[src/hw/hss_pkg.sv]
package hss_pkg;
  localparam int CLK_PERIOD_NS = 50;
  // Master serial clock half period
  localparam int SCK_HALF_NS = 200;
  localparam int SCK_HALF_CYC = (SCK_HALF_NS + CLK_PERIOD_NS - 1) / CLK_PERIOD_NS;
  localparam int HALF_W = 3;
  localparam int DATA_W = 8;
  localparam int FIFO_DEPTH = 16;
  localparam int NUM_CS = 8;
  localparam int EDGES_PER_BYTE = 16;
  localparam logic [7:0] IDLE_FILL = 8'hFF;
  localparam logic [7:0] CSN_IDLE = 8'hFF;
  localparam logic ADR_DATA = 1'h0;
  localparam logic ADR_STAT = 1'h1;
  localparam int SB_FAULT = 0;
  localparam int SB_RX_FULL = 1;
  localparam int SB_RX_OVR = 2;
  localparam int SB_TX_FULL = 3;
  localparam int SB_BUSY = 4;
  typedef struct packed {
    logic master;
    logic cpol;
    logic cpha;
    logic lsb_first;
    logic wake_en;
    logic irq_en;
    logic [2:0] cs_sel;
  } hss_cfg_t;
  typedef struct packed {
    logic clk;
    logic miso;
    logic mosi;
    logic scsn;
    logic flash_n;
  } hss_pins_t;
  // Deselected, clock low
  localparam hss_pins_t PINS_RST = 5'h03;
  typedef enum logic [1:0] {
    ST_IDLE = 2'h0,
    ST_SHIFT = 2'h1,
    ST_DONE = 2'h3
  } hss_state_t;
endpackage : hss_pkg

[src/hw/hss_core.sv]
// How it works
// - Config bit selects master or slave operation.
// - As master the core starts and clocks every transfer itself.
// - Serial clock driven as master, received as slave.
// - MISO is input as master, driven as selected slave.
// - MOSI is driven as master, input as slave.
// - Master drives one of eight active-low chip selects.
// - Mode fault sets a sticky flag and can raise the interrupt.
// - Clock polarity and phase are both programmable.
// - Bytes shift LSB first or MSB first as configured.
// - Data and status reached over a byte-wide WISHBONE slave.
// - Standby and wake outputs act only when wake is enabled.
`timescale 1ns/1ns
`default_nettype none
module hss_fifo #(
  parameter int W = 8,
  parameter int DEPTH = 16
) (
  input wire logic core_clk,
  input wire logic rst_b,
  input wire logic in_valid,
  output logic in_ready,
  input wire logic [W-1:0] in_data,
  output logic out_valid,
  input wire logic out_ready,
  output logic [W-1:0] out_data
);
  localparam int AW = $clog2(DEPTH);
  logic [W-1:0] mem [DEPTH];
  logic [AW:0] wr_ptr;
  logic [AW:0] rd_ptr;
  wire push = in_valid & in_ready;
  wire pop = out_valid & out_ready;
  assign in_ready = (wr_ptr ^ rd_ptr) != {1'b1, {AW{1'b0}}};
  assign out_valid = wr_ptr != rd_ptr;
  assign out_data = mem[rd_ptr[AW-1:0]];
  always_ff @(posedge core_clk) begin
    if (push) begin
      mem[wr_ptr[AW-1:0]] <= in_data;
    end
  end
  always_ff @(posedge core_clk or negedge rst_b) begin
    if (!rst_b) begin
      wr_ptr <= '0;
      rd_ptr <= '0;
    end else begin
      wr_ptr <= wr_ptr + (AW+1)'(push);
      rd_ptr <= rd_ptr + (AW+1)'(pop);
    end
  end
endmodule : hss_fifo

module hss_core (
  input wire logic core_clk,
  input wire logic rst_b,
  input wire hss_pkg::hss_cfg_t cfg,
  input wire logic stdby_req,
  input wire logic wb_cyc,
  input wire logic wb_stb,
  input wire logic wb_we,
  input wire logic wb_adr,
  input wire logic [7:0] wb_dat_i,
  output logic [7:0] wb_dat_o,
  output logic wb_ack,
  input wire logic spi_clk_i,
  output logic spi_clk_o,
  output logic spi_clk_oe,
  input wire logic spi_miso_i,
  output logic spi_miso_o,
  output logic spi_miso_oe,
  input wire logic spi_mosi_i,
  output logic spi_mosi_o,
  output logic spi_mosi_oe,
  output logic [7:0] spi_csn,
  input wire logic spi_scsn,
  input wire logic flash_select_n,
  output logic spi_irq,
  output logic busy,
  output logic cfg_stdby,
  output logic cfg_wake
);
  import hss_pkg::*;

  function automatic logic bit_of(input logic [7:0] v, input logic lsb);
    bit_of = lsb ? v[0] : v[7];
  endfunction : bit_of

  function automatic logic [7:0] shift_in(input logic [7:0] v, input logic b, input logic lsb);
    shift_in = lsb ? {b, v[7:1]} : {v[6:0], b};
  endfunction : shift_in

  hss_pins_t pin_s1;
  hss_pins_t pin_s2;
  hss_state_t state;
  logic sclk_d, sclk_q, out_q, in_bit, cs_on, fault, rx_full, rx_ovr, sel_d;
  logic [HALF_W-1:0] half_cnt;
  logic [3:0] edge_cnt;
  logic [2:0] cs_idx;
  logic [7:0] sh, rx_data, status;
  logic tx_valid, tx_in_ready;
  logic [7:0] tx_data;

  // Two flops on every pin before any logic looks at it
  always_ff @(posedge core_clk or negedge rst_b) begin
    if (!rst_b) begin
      pin_s1 <= PINS_RST;
      pin_s2 <= PINS_RST;
      sclk_d <= 1'b0;
    end else begin
      pin_s1 <= '{spi_clk_i, spi_miso_i, spi_mosi_i, spi_scsn, flash_select_n};
      pin_s2 <= pin_s1;
      sclk_d <= pin_s2.clk;
    end
  end

  wire slave_sel = ~cfg.master & ~pin_s2.scsn & pin_s2.flash_n;
  wire master_clash = cfg.master & ~pin_s2.scsn;
  wire din = cfg.master ? pin_s2.miso : pin_s2.mosi;
  wire half_wrap = half_cnt == HALF_W'(SCK_HALF_CYC - 1);
  wire in_shift = state == ST_SHIFT;
  wire in_idle = state == ST_IDLE;
  wire master_edge = cfg.master & in_shift & half_wrap;
  wire slave_edge = ~cfg.master & in_shift & (pin_s2.clk ^ sclk_d);
  wire edge_ev = master_edge | slave_edge;
  // Edges alternate lead and trail, so one count serves both polarities
  wire lead_ev = edge_ev & ~edge_cnt[0];
  wire trail_ev = edge_ev & edge_cnt[0];
  wire samp = cfg.cpha ? din : in_bit;
  wire [7:0] next_sh = shift_in(sh, samp, cfg.lsb_first);
  wire byte_done = trail_ev & (edge_cnt == 4'(EDGES_PER_BYTE - 1));
  wire start_m = cfg.master & in_idle & tx_valid & ~fault & ~master_clash;
  wire start_s = ~cfg.master & in_idle & slave_sel;
  wire load = start_m | start_s;
  // Slave with nothing queued answers all ones
  wire [7:0] tx_byte = tx_valid ? tx_data : IDLE_FILL;
  wire slave_drop = ~cfg.master & in_shift & ~slave_sel;
  wire abort = master_clash | slave_drop;
  wire fault_set = master_clash | (slave_drop & edge_cnt != 4'h0);

  wire wb_req = wb_cyc & wb_stb & ~wb_ack;
  wire wr_data = wb_we & wb_adr == ADR_DATA;
  // A full transmit queue holds the write off until a byte leaves
  wire accept = wb_req & (~wr_data | tx_in_ready);
  wire rd_clear = accept & ~wb_we & wb_adr == ADR_DATA;
  wire wr_stat = accept & wb_we & wb_adr == ADR_STAT;

  hss_fifo #(
    .W(DATA_W),
    .DEPTH(FIFO_DEPTH)
  ) u_tx_fifo (
    .core_clk(core_clk),
    .rst_b(rst_b),
    .in_valid(accept & wr_data),
    .in_ready(tx_in_ready),
    .in_data(wb_dat_i),
    .out_valid(tx_valid),
    .out_ready(load),
    .out_data(tx_data)
  );

  always_ff @(posedge core_clk or negedge rst_b) begin
    if (!rst_b) begin
      state <= ST_IDLE;
    end else if (abort) begin
      state <= ST_IDLE;
    end else begin
      case (state)
        ST_IDLE: if (load) state <= ST_SHIFT;
        ST_SHIFT: if (byte_done) state <= cfg.master ? ST_DONE : ST_IDLE;
        ST_DONE: if (half_wrap) state <= ST_IDLE;
        default: state <= ST_IDLE;
      endcase
    end
  end

  always_ff @(posedge core_clk or negedge rst_b) begin
    if (!rst_b) begin
      half_cnt <= '0;
      edge_cnt <= '0;
    end else begin
      half_cnt <= (in_idle | half_wrap) ? '0 : half_cnt + HALF_W'(1);
      edge_cnt <= in_idle ? 4'h0 : edge_cnt + 4'(edge_ev);
    end
  end

  always_ff @(posedge core_clk or negedge rst_b) begin
    if (!rst_b) begin
      sclk_q <= 1'b0;
      cs_on <= 1'b0;
      cs_idx <= '0;
    end else begin
      if (in_idle) sclk_q <= cfg.cpol;
      else if (master_edge) sclk_q <= ~sclk_q;
      if (start_m) cs_idx <= cfg.cs_sel;
      // Select stays low for a half period after the last edge
      cs_on <= ~master_clash & (start_m | (cs_on & ~(state == ST_DONE & half_wrap)));
    end
  end

  always_ff @(posedge core_clk or negedge rst_b) begin
    if (!rst_b) begin
      sh <= '0;
      out_q <= 1'b0;
      in_bit <= 1'b0;
    end else if (load) begin
      sh <= tx_byte;
      out_q <= bit_of(tx_byte, cfg.lsb_first);
    end else if (lead_ev) begin
      if (!cfg.cpha) in_bit <= din;
      else out_q <= bit_of(sh, cfg.lsb_first);
    end else if (trail_ev) begin
      sh <= next_sh;
      if (!cfg.cpha) out_q <= bit_of(next_sh, cfg.lsb_first);
    end
  end

  // Hardware set wins over a same-cycle software clear
  always_ff @(posedge core_clk or negedge rst_b) begin
    if (!rst_b) begin
      fault <= 1'b0;
      rx_full <= 1'b0;
      rx_ovr <= 1'b0;
      rx_data <= '0;
    end else begin
      fault <= fault_set | (fault & ~(wr_stat & wb_dat_i[SB_FAULT]));
      rx_full <= byte_done | (rx_full & ~rd_clear);
      rx_ovr <= (byte_done & rx_full & ~rd_clear) | (rx_ovr & ~(wr_stat & wb_dat_i[SB_RX_OVR]));
      if (byte_done) rx_data <= next_sh;
    end
  end

  always_comb begin
    status = 8'h00;
    status[SB_FAULT] = fault;
    status[SB_RX_FULL] = rx_full;
    status[SB_RX_OVR] = rx_ovr;
    status[SB_TX_FULL] = ~tx_in_ready;
    status[SB_BUSY] = busy;
  end

  always_ff @(posedge core_clk or negedge rst_b) begin
    if (!rst_b) begin
      wb_ack <= 1'b0;
      wb_dat_o <= '0;
    end else begin
      wb_ack <= accept;
      if (accept & ~wb_we) wb_dat_o <= wb_adr == ADR_STAT ? status : rx_data;
    end
  end

  always_ff @(posedge core_clk or negedge rst_b) begin
    if (!rst_b) begin
      sel_d <= 1'b0;
      cfg_stdby <= 1'b0;
      cfg_wake <= 1'b0;
    end else begin
      sel_d <= slave_sel;
      cfg_stdby <= cfg.wake_en & stdby_req;
      cfg_wake <= cfg.wake_en & slave_sel & ~sel_d;
    end
  end

  assign busy = ~in_idle;
  assign spi_irq = fault & cfg.irq_en;
  assign spi_clk_o = sclk_q;
  // Pins are released on a fault so two masters never fight
  assign spi_clk_oe = cfg.master & ~fault;
  assign spi_mosi_o = out_q;
  assign spi_mosi_oe = cfg.master & ~fault;
  assign spi_miso_o = out_q;
  assign spi_miso_oe = slave_sel;
  assign spi_csn = cs_on ? ~(8'h01 << cs_idx) : CSN_IDLE;
endmodule : hss_core
`default_nettype wire

[config.mk]
export PLATFORM = sky130hd
export DESIGN_NAME = hss_core
export DESIGN_NICKNAME = d
export VERILOG_FILES = /design/src/hw/hss_pkg.sv /design/src/hw/hss_core.sv
export SDC_FILE = /design/constraint.sdc
export NUM_CORES = 1
export LEC_CHECK = 0
export ABC_AREA = 0
export BUFFER_PORTS_ARGS = -buffer_cell sky130_fd_sc_hd__buf_2
export CORE_ASPECT_RATIO = 1.75
export CORE_MARGIN = 2
export CORE_UTILIZATION = 30
export DETAILED_ROUTE_END_ITERATION = 10
export PLACE_DENSITY = 0.51
export SLEW_MARGIN = 30
export SYNTH_ARGS = -nofsm -noshare
export SYNTH_HDL_FRONTEND = slang
export SYNTH_SLANG_ARGS = --single-unit
[constraint.sdc]
create_clock -name core_clk -period 6.8 [get_ports core_clk]
set_clock_uncertainty 0.15 [all_clocks]
set_input_delay 0.68 -clock core_clk [delete_from_list [all_inputs] [get_ports core_clk]]
set_output_delay 0.68 -clock core_clk [all_outputs]
set_load 0.01 [all_outputs]
Word-level counts from Yosys, hierarchy flattened. Memory sizes are Yosys's and may differ from the RTL's. Cells that the tools add are included.

Add/subtract/negate cells: 4. Equality and inequality tests: 12. Shifts and indexed selects: 1. Muxes and demuxes: 29. Bitwise logic cells: 77. Reduce and logical (&&, ||, !) cells: 9.

Operators by type and width (count): 2-to-1 mux 8 bit (7); bitwise AND 1 bit (44); inverter 1 bit (20); 2-to-1 mux 1 bit (14); adder 5 x 1 -> 5 bit (2); 2-to-1 mux 2 bit (5); OR 1 bit (10); inequality test 3 x 1 -> 1 bit, second input constant (3); AND reduction 3 bit (3); inverter 8 bit (1); left shift 1 x 3 -> 8 bit, first input constant (1); one-hot mux 2 bit (3 select lines) (1); inequality test 5 bit (1); inequality test 5 bit, second input constant (1); XOR 5 bit (1); adder 4 x 1 -> 4 bit (1); == test 4 bit, second input constant (1); 2-to-1 mux 4 bit (1); nonzero test 2 bit (2); nonzero test 4 bit (1); adder 3 x 1 -> 3 bit, second input constant (1); == test 3 x 2 -> 1 bit, second input constant (1); 2-to-1 mux 3 bit (1); inequality test 3 x 2 -> 1 bit, second input constant (1); 8 further kinds (8).

Bits in registers: 68. Memory bits (writable): 128. Input port bits: 29. Output and inout bits: 27. Word-level logic and storage cells: 164. Memories kept: 1.

Memory list: u_tx_fifo.mem (words 16, bits a word 8, rd ports 1, clocked after Yosys merged registers in 0, wr ports 1, line hss_core.sv:29) `logic [W-1:0] mem [DEPTH];`.

Logic depth before layout (Yosys ltp). Gate-level depths: netlist of the first run.

Depth after elaboration: 11. Gate-level depth with buffers: 10. Mapped depth without buffers: 10.

Modules after synthesis. Synthesis of the first run repeated with hierarchy kept, for this count alone.

Cells, all modules: 559. Area, all modules: 8366.8 µm².

Modules (own cells, without submodules): hss_fifo (times used 1, cells each 301, area each 5689.2 µm², seq. area each 4093.9 µm²); hss_core (times used 1, cells each 258, area each 2677.6 µm², seq. area each 1456.4 µm²).

Worst setup path before layout of the first run. OpenSTA, ideal clock, no wires.

Path type: input to register. Start point: input wb_adr. End point: memory u_tx_fifo.mem[2][0] (enable). Setup time: 383 ps. Arrival time: 2120 ps. Required time: 6267 ps. Setup slack: 4147 ps. Stages: 6. Buffers on the path: 1. Cell sequence: clkbuf_1 -> inv_1 -> nand3b_1 -> o21ba_2 -> nand3b_1 -> nor3_1.

Word-level cells in the longest chain between the ends: 9.

RTL lines: start: declaration (line hss_core.sv:61) `input wire logic wb_adr,`; inverter 1 bit * (line hss_core.sv:141) `wire wr_data = wb_we & wb_adr == ADR_DATA;`; bitwise AND 1 bit * (line hss_core.sv:141); inverter 1 bit (line hss_core.sv:143) `wire accept = wb_req & (~wr_data | tx_in_ready);`; OR 1 bit (line hss_core.sv:143); bitwise AND 1 bit (line hss_core.sv:143); bitwise AND 1 bit * (line hss_core.sv:153) `.in_valid(accept & wr_data),`; bitwise AND 1 bit * (line hss_core.sv:32) `wire push = in_valid & in_ready;`; 2-to-1 mux 1 bit * (line hss_core.sv:38) `if (push) begin`; 2-to-1 mux 1 bit (implied by the code) * (line hss_core.sv:39) `mem[wr_ptr[AW-1:0]] <= in_data;`; end: declaration (line hss_core.sv:29).

Every way passes the cells marked *; elsewhere a longest branch is shown, timed or not.

Worst setup path in the final report of the first run.
Start point: register u_tx_fifo.rd_ptr[0]. End point: memory u_tx_fifo.mem[12][2] (enable).

Word-level cells in the longest chain between the ends: 8.

RTL lines: start: declaration (line hss_core.sv:31) `logic [AW:0] rd_ptr;`; start signal: assignment (line hss_core.sv:48) `rd_ptr <= rd_ptr + (AW+1)'(pop);`; XOR 5 bit * (line hss_core.sv:34) `assign in_ready = (wr_ptr ^ rd_ptr) != {1'b1, {AW{1'b0}}};`; inequality test 5 bit * (line hss_core.sv:34); OR 1 bit (line hss_core.sv:143); bitwise AND 1 bit (line hss_core.sv:143); bitwise AND 1 bit (line hss_core.sv:153); bitwise AND 1 bit * (line hss_core.sv:32); 2-to-1 mux 1 bit * (line hss_core.sv:38); 2-to-1 mux 1 bit (implied by the code) * (line hss_core.sv:39).

Marked as above.

==> out/qor.yml, run 1 <==
cts_sinks: 196
cts_made_buffers: 17
powerDensity_nw_per_um2: 347.8
setup.worst_path.start_class: "flip-flop"
path_clk_slew_ns: 0.07
postSynthAreaPerCell_sq_um: 15.88
ff2ff_path_depth: 6
hp-class: "in -> async"
fin_util_pct: 34.73
end_kind: "flip-flop"
fp.dieH_um: 220.9
slew_headroom_pct: 38.55
status: "finished clean"
ff2ff_setup_slack_ns: 3.73
antenna_found_initial: 0
hold_viol_final: 0
rows: 79
finalCriticalPeriod_ns: 3.074
grt_use_total_pct: 13.19
grtUsageMet1_pct: 13.80
clock_path_buffers: 2
n_antenna_cell: 0
ir_drop_uv: 193.7
nFillCells: 2547
io_buffer_count: 55
synthArstFlopShare_pct: 34.69
grt_pass1_vias: 4614
netlist_instances: 508
reg2reg_from: "u_tx_fifo.rd_ptr[0]"
drcViolationCount: 0
setup_viol: 0
cts-htree-levels: 4
drive_gt1_share_pct: 25.48
rsz0062_at_grt: "no"
ios: 56
area_delta_synth_final_pct: 14.02
finalCritPeriodShare_pct: 45.21
required_ns: 6.72
crit_arrival_ns: 2.99
cts_tree: "built"
vias_per_cell: 4.858
final_cell_mix: "128 x edfxtp_1, 63 x dfrtp_1, 55 x buf_2, 44 x nand2_1, 33 x mux4_2"
worstMarginPinSlew_ns: 0.9184
maxCapViolCount: 0
yosysWarnings: 0
initial_utilization_pct: 30.46
use_met3_pct: 2.877
grt_remaining_overflow: 0
grt_pass1_wl_um: 27300
crit_type: "reg -> reg"
place_congestion: 0.7597
cts_resized: 0
drtIter0Drc: 363
wl_um: 17500
ant_nets: 0
wl_per_cell_um: 19.51
reg2reg_to: "u_tx_fifo.mem[12][2]"
grt_util_met2_pct: 24.70
path_max_fanout: 32
synthFlopType: "edfxtp_1"
p_leak_nw: 3.410
root_buffer: "clkbuf_16"
dr.pass1.iters: 4
max_freq_mhz: 325.3
num_vias: 4358
grt_busiest_layer: "met2"
layout.cells.most_common: "edfxtp_1"
nNetsFinal: 599
grt_max_degree: 69
coreArea_sq_um: 26490
postCtsSetupRepairBufs: 0
synth_edf_count: 128
synthesis.area_sq_um: 8068
clock_latency_ns: 0.44
synth-seq-cells: 196
yosysSeqAreaShare_pct: 68.80
ys_types: 54
ctsHoldBuffers: 0
fin_setup_tns_ns: 0
dieArea_sq_um: 28270
synth_nets: 546
die_w_um: 128.0
slew_violations: 0
hpwl_um: 12650
-- report_power, final --
group / switching (mW) / internal (mW)
registers: 0.123 / 1.36
clock network: 0.449 / 0.507
logic: 0.406 / 0.354
total: 0.978 / 2.22
-- worst max-delay path, stage by stage, from the launching register on --
cell     delay, ns
dfrtp_2       0.34
buf_4         0.50
xnor2_1       0.15
nand4_2       0.20
nor2_1        0.16
or4_4         0.55
nor2_1        0.64
-- synth_stat cells (all sizes together), types with 3 or more instances --
master  instances  area share [%]
and2            4            0.31
xor2            4            0.43
dfstp           4             1.3
ha              9             1.4
xnor2          11             1.3
mux2            8             1.1
nand2b          5            0.39
inv            13            0.60
o22ai           6            0.47
a22oi          12             1.1
nor3            7            0.50
nor2           32             1.6
buf            16             1.4
edfxtp        128              48
nand3b          4            0.37
nor3b           3            0.40
dfrtp          64              20
nor2b           7            0.54
nand3          14            0.87
mux4           33             9.2
o21ai          27             1.7
a31oi           3            0.23
mux2i          17             2.1
clkbuf          8            0.37
nand2          44             2.0
-- through the flow --
stage / total power, mW / area (sq um) / worst slack [ns] / instances / hold slack [ns]
after global routing: 3.370 / 9199 / 3.494 / 897 / 0.1730
after floorplan: 2.071 / 8068 / 4.147 / 508 / 0.1812
after global placement: 2.271 / 8626 / 3.677 / 866 / 0.1913
final: 3.199 / 9199 / 3.726 / 897 / 0.1620
after CTS: 3.244 / 9190 / 3.637 / 897 / 0.1714
after detailed placement: 2.287 / 8636 / 3.638 / 866 / 0.1879
-- logic make-up (layout without fill, tap and decap cells) --
family	count (synthesis)	after routing	synth area share, %
mux	58	58	12.44
xor+xnor	15	15	1.721
fa+ha+maj	9	9	1.396
simple gates	129	129	7.910
buf+inv	37	102	2.419
flops	196	196	68.80
compound gates	64	64	5.320
-- per-layer routing --
| metal | up-vias | part of all wire [%] | wire (um) |
|---|---|---|---|
| li1 | 2016 | - | - |
| met1 | 2225 | 37 | 6391 |
| met2 | 90 | 57 | 9980 |
| met3 | 27 | 3.5 | 611 |
| met4 | 0 | 3.0 | 518 |
| met5 | - | 0 | 0 |
-- flip-flops by register name, summed over array words and instances (netlist names), 2 cells and up --
signal / cells
u_tx_fifo.mem: 128
rx_data: 8
sh: 8
wb_dat_o: 8
pin_s1: 5
pin_s2: 5
u_tx_fifo.rd_ptr: 5
u_tx_fifo.wr_ptr: 5
edge_cnt: 4
cs_idx: 3
half_cnt: 3
state: 2
-- how the worst max path moves through the flow --
stage,from,to,depth (start not counted)
global route,u_tx_fifo.rd_ptr[0],u_tx_fifo.mem[12][0],6
finish,u_tx_fifo.rd_ptr[0],u_tx_fifo.mem[12][2],6
CTS,u_tx_fifo.rd_ptr[0],u_tx_fifo.mem[8][2],6
floorplan,wb_adr,u_tx_fifo.mem[2][0],6
detailed placement,wb_stb,u_tx_fifo.mem[3][7],6
global placement,u_tx_fifo.rd_ptr[0],u_tx_fifo.mem[12][7],6
-- layout make-up --
class / count / area [sq um] / area share [%]
Clock inverter: 14 / 128.9 / 1.401
Timing Repair Buffer: 58 / 301.5 / 3.278
Multi-Input combinational cell: 275 / 2337 / 25.41
Sequential cell: 196 / 5552 / 60.35
Inverter: 13 / 48.80 / 0.5305
Tap cell: 324 / 405.4 / 4.407
Clock buffer: 17 / 425.4 / 4.625
No activity file was read; power rests on OpenSTA's default activity.
==> inputs of run 2 (changes only) <==
--- a/config.mk
+++ b/config.mk
@@ -11,7 +11,7 @@
 export CORE_MARGIN = 2
 export CORE_UTILIZATION = 30
 export DETAILED_ROUTE_END_ITERATION = 10
-export PLACE_DENSITY = 0.51
+export PLACE_DENSITY = 0.53
 export SLEW_MARGIN = 30
 export SYNTH_ARGS = -nofsm -noshare
 export SYNTH_HDL_FRONTEND = slang
==> constraint.sdc (replaced) <==
create_clock -name core_clk -period 2.75 [get_ports core_clk]
set_clock_uncertainty 0.15 [all_clocks]
set_input_delay 0.275 -clock core_clk [delete_from_list [all_inputs] [get_ports core_clk]]
set_output_delay 0.275 -clock core_clk [all_outputs]
set_load 0.01 [all_outputs]
==> run 2 against run 1 <==
Compared with the run above:
- die area is the same
- design area up 4.8%
- combinational power rose to 2.7 times the previous value
- global-route usage shrank 0.24 points
- core utilization increased by 1.7 points
- count of clock-buffer cells in the layout unchanged
- critical path type unchanged
- largest cell class unchanged
==> out/qor.yml, run 2 (synthesized netlist as in run 1, its figures left out) <==
status: "finished clean"
crit_arrival_ns: 2.38  # -0.61 ns
fin_setup_tns_ns: 0  # unchanged
max_freq_mhz: 404.7  # +24%
antenna_found_initial: 0  # unchanged
crit_path_frequent_cell: "nand3b_1"
cts-htree-levels: 4  # unchanged
nNetsFinal: 647  # +8.0%
clock_path_buffers: 2  # unchanged
hpwl_um: 12580  # -0.57%
cts_made_buffers: 17  # unchanged
num_vias: 4573  # +4.9%
drive_gt1_share_pct: 28.62  # +3.1 points
nFillCells: 2503  # -1.7%
clock_latency_ns: 0.43  # about the same
required_ns: 2.66  # -4.06 ns
rows: 79  # unchanged
rsz0062_at_grt: "no"
holdWs_ns: 0.07959  # -0.08242 ns
cts_sinks: 196  # unchanged
place_ws_ns: 0.1917  # -3.446 ns
hp-class: "in -> reg"
initial_utilization_pct: 30.46  # unchanged
wl_um: 17580  # +0.43%
slew_violations: 0  # unchanged
fp.dieH_um: 220.9  # unchanged
powerDensity_nw_per_um2: 845.4  # +140%
place_congestion: 0.8111  # +6.8%
grt_remaining_overflow: 0  # unchanged
drcViolationCount: 0  # unchanged
grt_pass1_vias: 4785  # +3.7%
p_sw_share_pct: 29.26  # -1.3 points
ant_nets: 0  # unchanged
slowest_stage: "nor2_1"
final_cell_mix: "128 x edfxtp_1, 63 x dfrtp_1, 55 x buf_2, 44 x nand2_1, 37 x buf_4"
grt_use_total_pct: 12.95  # -0.24 points
clkPwrFrac_pct: 31.0  # +1.1 points
crit_type: "reg -> reg"
p_seq_share_pct: 44.1  # -2.3 points
drtIter0Drc: 284  # -22%
hold_viol_final: 0  # unchanged
reg2reg_from: "wb_ack"
dieArea_sq_um: 28270  # unchanged
postLayoutCellArea_sq_um: 9643  # +4.8%
layout.cells.most_common: "edfxtp_1"
largest_reg_flops: 128  # unchanged
critPathBufInv: 0  # -1
grt_pass1_wl_um: 27110  # -0.71%
finalCriticalPeriod_ns: 2.471  # -0.6030 ns
grt_max_degree: 69  # unchanged
slowest_delay_ns: 0.68  # +0.04 ns
critPathTopFamily: "simple AND/OR/NAND/NOR gates"
path_max_fanout: 8  # -75%
intPower_mw: 5.767  # +160%
io_buffer_count: 55  # unchanged
coreArea_sq_um: 26490  # unchanged
die_w_um: 128.0  # unchanged
p_leak_nw: 3.661  # +7.4%
worstHoldStart: "wb_cyc"
n_antenna_cell: 0  # unchanged
worstMarginPinSlew_ns: 0.8486  # -0.06984 ns
path_clk_slew_ns: 0.07  # about the same
cts_tree: "built"
crit_start: "wb_ack"
root_buffer: "clkbuf_16"
p_switching_mw: 2.385  # +140%
setup.worst_path.start_class: "flip-flop"
combinationalPowerShare_pct: 24.9  # +1.2 points
vias_per_cell: 4.834  # -0.50%
setup_viol: 0  # unchanged
path_cells: "nand3b_1 > nand3b_1 > o21ba_2 > nand3b_1 > nor2_1"
dr.pass1.iters: 6  # +2
area_delta_synth_final_pct: 19.53
finalCritPeriodShare_pct: 89.85  # +45 points
slew_headroom_pct: 43.22  # +4.7 points
ir_drop_uv: 473.0  # +140%
wl_per_cell_um: 18.58  # -4.8%
dpl_cell_area_sq_um: 8901  # +3.1%
end_kind: "flip-flop"
maxCapViolCount: 0  # unchanged
setup_ws_ns: 0.2790  # -3.447 ns
ios: 56  # unchanged
fin_util_pct: 36.40  # +1.7 points
## run 2: changes by cell type in the layout (fill, tap and decap cells not counted), moves of 2 or more
cell / delta
nor3_2: -3
clkinv_2: -3
clkinv_1: +2
inv_6: -2
bufinv_16: +2
dlygate4sd3_1: +13
nor3_1: +3
buf_4: +35
clkinv_4: +5
clkinvlp_4: -2
## run 2: worst register-to-register path: stages (launching register included)
cell and delay (ns):
dfrtp_1 0.37, nand3b_1 0.17, nand3b_1 0.27, o21ba_2 0.34
nand3b_1 0.11, nor2_1 0.68
## run 2: power groups by stage
stage	sequential (mW)	clock (mW)	combinational (mW)
finish	3.60	2.53	2.03
global route	3.63	2.70	2.22
CTS	3.60	2.58	2.08
detailed placement	3.66	0	2.06
global placement	3.65	0	2.03
floorplan	3.57	0	1.55
## run 2: metal layers
metal,up-vias,part of all wire (%),track usage [%]
li1,2116,-,-
met1,2316,36,13.07
met2,109,57,24.51
met3,32,3.3,2.442
met4,0,3.5,6.912
met5,-,0,0
## run 2: final timing paths
check / to / cells after the start / slack, ns
worst max-delay path: u_tx_fifo.mem[10][4] / 5 / 0.28
worst min register to register: pin_s2[1] / 0 / 0.20
worst max register to register: u_tx_fifo.mem[10][4] / 5 / 0.28
min in group asynchronous: cfg_stdby / 3 / 0.22
worst min-delay path: wb_ack / 4 / 0.08
max in group asynchronous: wb_dat_o[0] / 3 / 1.89
## run 2: final cells by class
class	instances	area, sq um	area share [%]
clock inverter	15	181.4	1.881
sequential	196	5552	57.57
clock buffer	17	425.4	4.412
multi-input combinational	275	2327	24.13
timing repair buffer	106	703.2	7.292
tap	324	405.4	4.204
inverter	13	48.80	0.5060
## run 2: stage by stage
stage	power, mW	std cells
6_report	8.152	946
5_1_grt	8.558	946
4_1_cts	8.261	946
3_5_place_dp	5.725	901
3_3_place_gp	5.677	901
2_1_floorplan	5.121	508
## run 2: repair_timing
action,4_1_cts,5_1_grt
hold endpoints to repair,75,0
gates resized for setup,0,1
setup endpoints to repair,0,4
hold buffers,13,0
buffers inserted,0,0
==> inputs of run 3 (changes only) <==
--- a/config.mk
+++ b/config.mk
@@ -7,11 +7,15 @@
 export LEC_CHECK = 0
 export ABC_AREA = 0
 export BUFFER_PORTS_ARGS = -buffer_cell sky130_fd_sc_hd__buf_2
+export CELL_PAD_IN_SITES_DETAIL_PLACEMENT = 1
+export CELL_PAD_IN_SITES_GLOBAL_PLACEMENT = 1
 export CORE_ASPECT_RATIO = 1.75
 export CORE_MARGIN = 2
 export CORE_UTILIZATION = 30
+export CTS_CLUSTER_SIZE = 30
 export DETAILED_ROUTE_END_ITERATION = 10
-export PLACE_DENSITY = 0.53
+export GPL_ROUTABILITY_DRIVEN = 1
+export PLACE_DENSITY = 0.59
 export SLEW_MARGIN = 30
 export SYNTH_ARGS = -nofsm -noshare
 export SYNTH_HDL_FRONTEND = slang
==> run 3 against run 2 <==
Compared with the run above:
- combinational power about the same
- clock power about the same
- worst hold slack worse by 0.043 ns
- largest cell class unchanged
- highest routed layer unchanged
- critical endpoint is now u_tx_fifo.mem[0][3]
==> out/qor.yml, run 3 (synthesized netlist as in run 1, its figures left out) <==
powerDensity_nw_per_um2: 853.2  # +0.93%
cts_resized: 0  # unchanged
clock_latency_ns: 0.44  # about the same
ctsHoldBuffers: 13  # unchanged
slowest_delay_ns: 0.65  # -0.03 ns
cts_tree: "built"
die_w_um: 128.0  # unchanged
grt_max_degree: 28  # -59%
n_antenna_cell: 0  # unchanged
layout.cells.most_common: "edfxtp_1"
status: "finished clean"
area_delta_synth_final_pct: 19.28
hold_depth: 3  # -1
p_leak_nw: 3.661  # about the same
end_kind: "flip-flop"
place_congestion: 0.7567  # -6.7%
ir_drop_uv: 507.5  # +7.3%
nNetsFinal: 647  # unchanged
register_area_sq_um: 5552  # unchanged
rows: 79  # unchanged
worstMarginPinSlew_ns: 0.5758  # -0.2728 ns
path_clk_slew_ns: 0.07  # about the same
worst-path-stages: 6  # +1
cts-htree-levels: 4  # unchanged
ios: 56  # unchanged
fin_setup_tns_ns: 0  # unchanged
io_buffer_count: 55  # unchanged
path_cells: "xnor2_1 > nand4_2 > nor2_1 > or4_4 > nor3_2 > buf_4"
slew_violations: 0  # unchanged
clock_path_buffers: 2  # unchanged
grt_pass1_vias: 5188  # +8.4%
finalCritPeriodShare_pct: 87.86  # -2.0 points
slew_headroom_pct: 61.54  # +18 points
max_freq_mhz: 413.9  # +2.3%
vias_per_cell: 4.844  # +0.20%
cts_made_buffers: 17  # unchanged
multi_input_area_sq_um: 2322  # -0.21%
finalCriticalPeriod_ns: 2.416  # -0.05480 ns
rsz0062_at_grt: "no"
slowest_stage: "dfrtp_2"
maxCapViolCount: 0  # unchanged
fp.dieH_um: 220.9  # unchanged
hold_viol_final: 0  # unchanged
hp-class: "in -> reg"
num_vias: 4582  # +0.20%
dr.pass1.iters: 4  # -2
largest_reg_flops: 128  # unchanged
initial_utilization_pct: 30.46  # unchanged
wl_um: 19340  # +10%
coreArea_sq_um: 26490  # unchanged
antenna_found_initial: 0  # unchanged
grt_use_total_pct: 14.58  # +1.6 points
ff2ff_path_depth: 6  # +1
nFillCells: 2760  # +10%
postCtsSetupRepairBufs: 0  # unchanged
setup_viol: 0  # unchanged
p_total_mw: 8.211  # +0.72%
hpwl_um: 14090  # +12%
path_max_fanout: 13  # +5
drtIter0Drc: 193  # -32%
holdWs_ns: 0.03638  # -0.04321 ns
fin_util_pct: 36.33  # -0.076 points
final_cell_mix: "128 x edfxtp_1, 63 x dfrtp_1, 55 x buf_2, 44 x nand2_1, 37 x buf_4"
drive_gt1_share_pct: 28.46  # -0.16 points
wl_per_cell_um: 20.45  # +10%
critPathTopFamily: "simple AND/OR/NAND/NOR gates"
grt_remaining_overflow: 0  # unchanged
crit_type: "reg -> reg"
ant_nets: 0  # unchanged
setup.worst_path.start_class: "flip-flop"
cts_sinks: 196  # unchanged
critPathBufInv: 1  # +1
root_buffer: "clkbuf_16"
dieArea_sq_um: 28270  # unchanged
required_ns: 2.76  # +0.10 ns
grt_pass1_wl_um: 30420  # +12%
drcViolationCount: 0  # unchanged
crit_arrival_ns: 2.43  # +0.05 ns
## run 3: cell types whose count changed in the layout (fill, tap and decap cells not counted), sizes merged
| cell | before | now |
|---|---|---|
| clkinv | 7 | 4 |
| clkbuf | 17 | 19 |
| inv | 15 | 17 |
| bufinv | 3 | 2 |
## run 3: layout make-up
| class | instances | share of cell area [%] |
|---|---|---|
| multi-input combinational | 275 | 24.13 |
| clock buffer | 19 | 4.603 |
| clock inverter | 13 | 1.547 |
| sequential | 196 | 57.69 |
| tap | 324 | 4.213 |
| timing repair buffer | 106 | 7.307 |
| inverter | 13 | 0.5071 |
## run 3: worst register-to-register path: stages (launching register included)
cell and delay [ns]:
dfrtp_2 0.65, xnor2_1 0.14, nand4_2 0.12, nor2_1 0.11
or4_4 0.54, nor3_2 0.20, buf_4 0.21
## run 3: per-layer routing
| layer | wire [um] | GRT usage (%) |
|---|---|---|
| met1 | 7344 | 15.82 |
| met2 | 11000 | 26.88 |
| met3 | 491 | 3.240 |
| met4 | 505 | 6.062 |
| met5 | 0 | 0 |
## run 3: per-stage QoR
stage	area (sq um)	instances	worst slack [ns]
after CTS	9623	946	0.2506
after global routing	9623	946	0.07400
after detailed placement	8901	901	0.2632
final	9623	946	0.3338
after global placement	8901	901	0.2468
after floorplan	8068	508	0.4197
## run 3: power by group
part	total [mW]	leakage [nW]	internal [mW]	switching, mW
logic	2.04	1.36	0.989	1.05
clock network	2.52	0.281	1.38	1.14
registers	3.65	2.01	3.37	0.286
total	8.21	3.66	5.73	2.48
## run 3: final timing paths
| kind | start | end | slack (ns) |
|---|---|---|---|
| worst max-delay path | u_tx_fifo.rd_ptr[0] | u_tx_fifo.mem[0][3] | 0.33 |
| min in group asynchronous | rst_b | wb_ack | 0.21 |
| max in group asynchronous | rst_b | pin_s1[0] | 1.40 |
| worst min-delay path | wb_cyc | wb_ack | 0.04 |
| worst max register to register | u_tx_fifo.rd_ptr[0] | u_tx_fifo.mem[0][3] | 0.33 |
| worst min register to register | pin_s1[2] | pin_s2[2] | 0.20 |
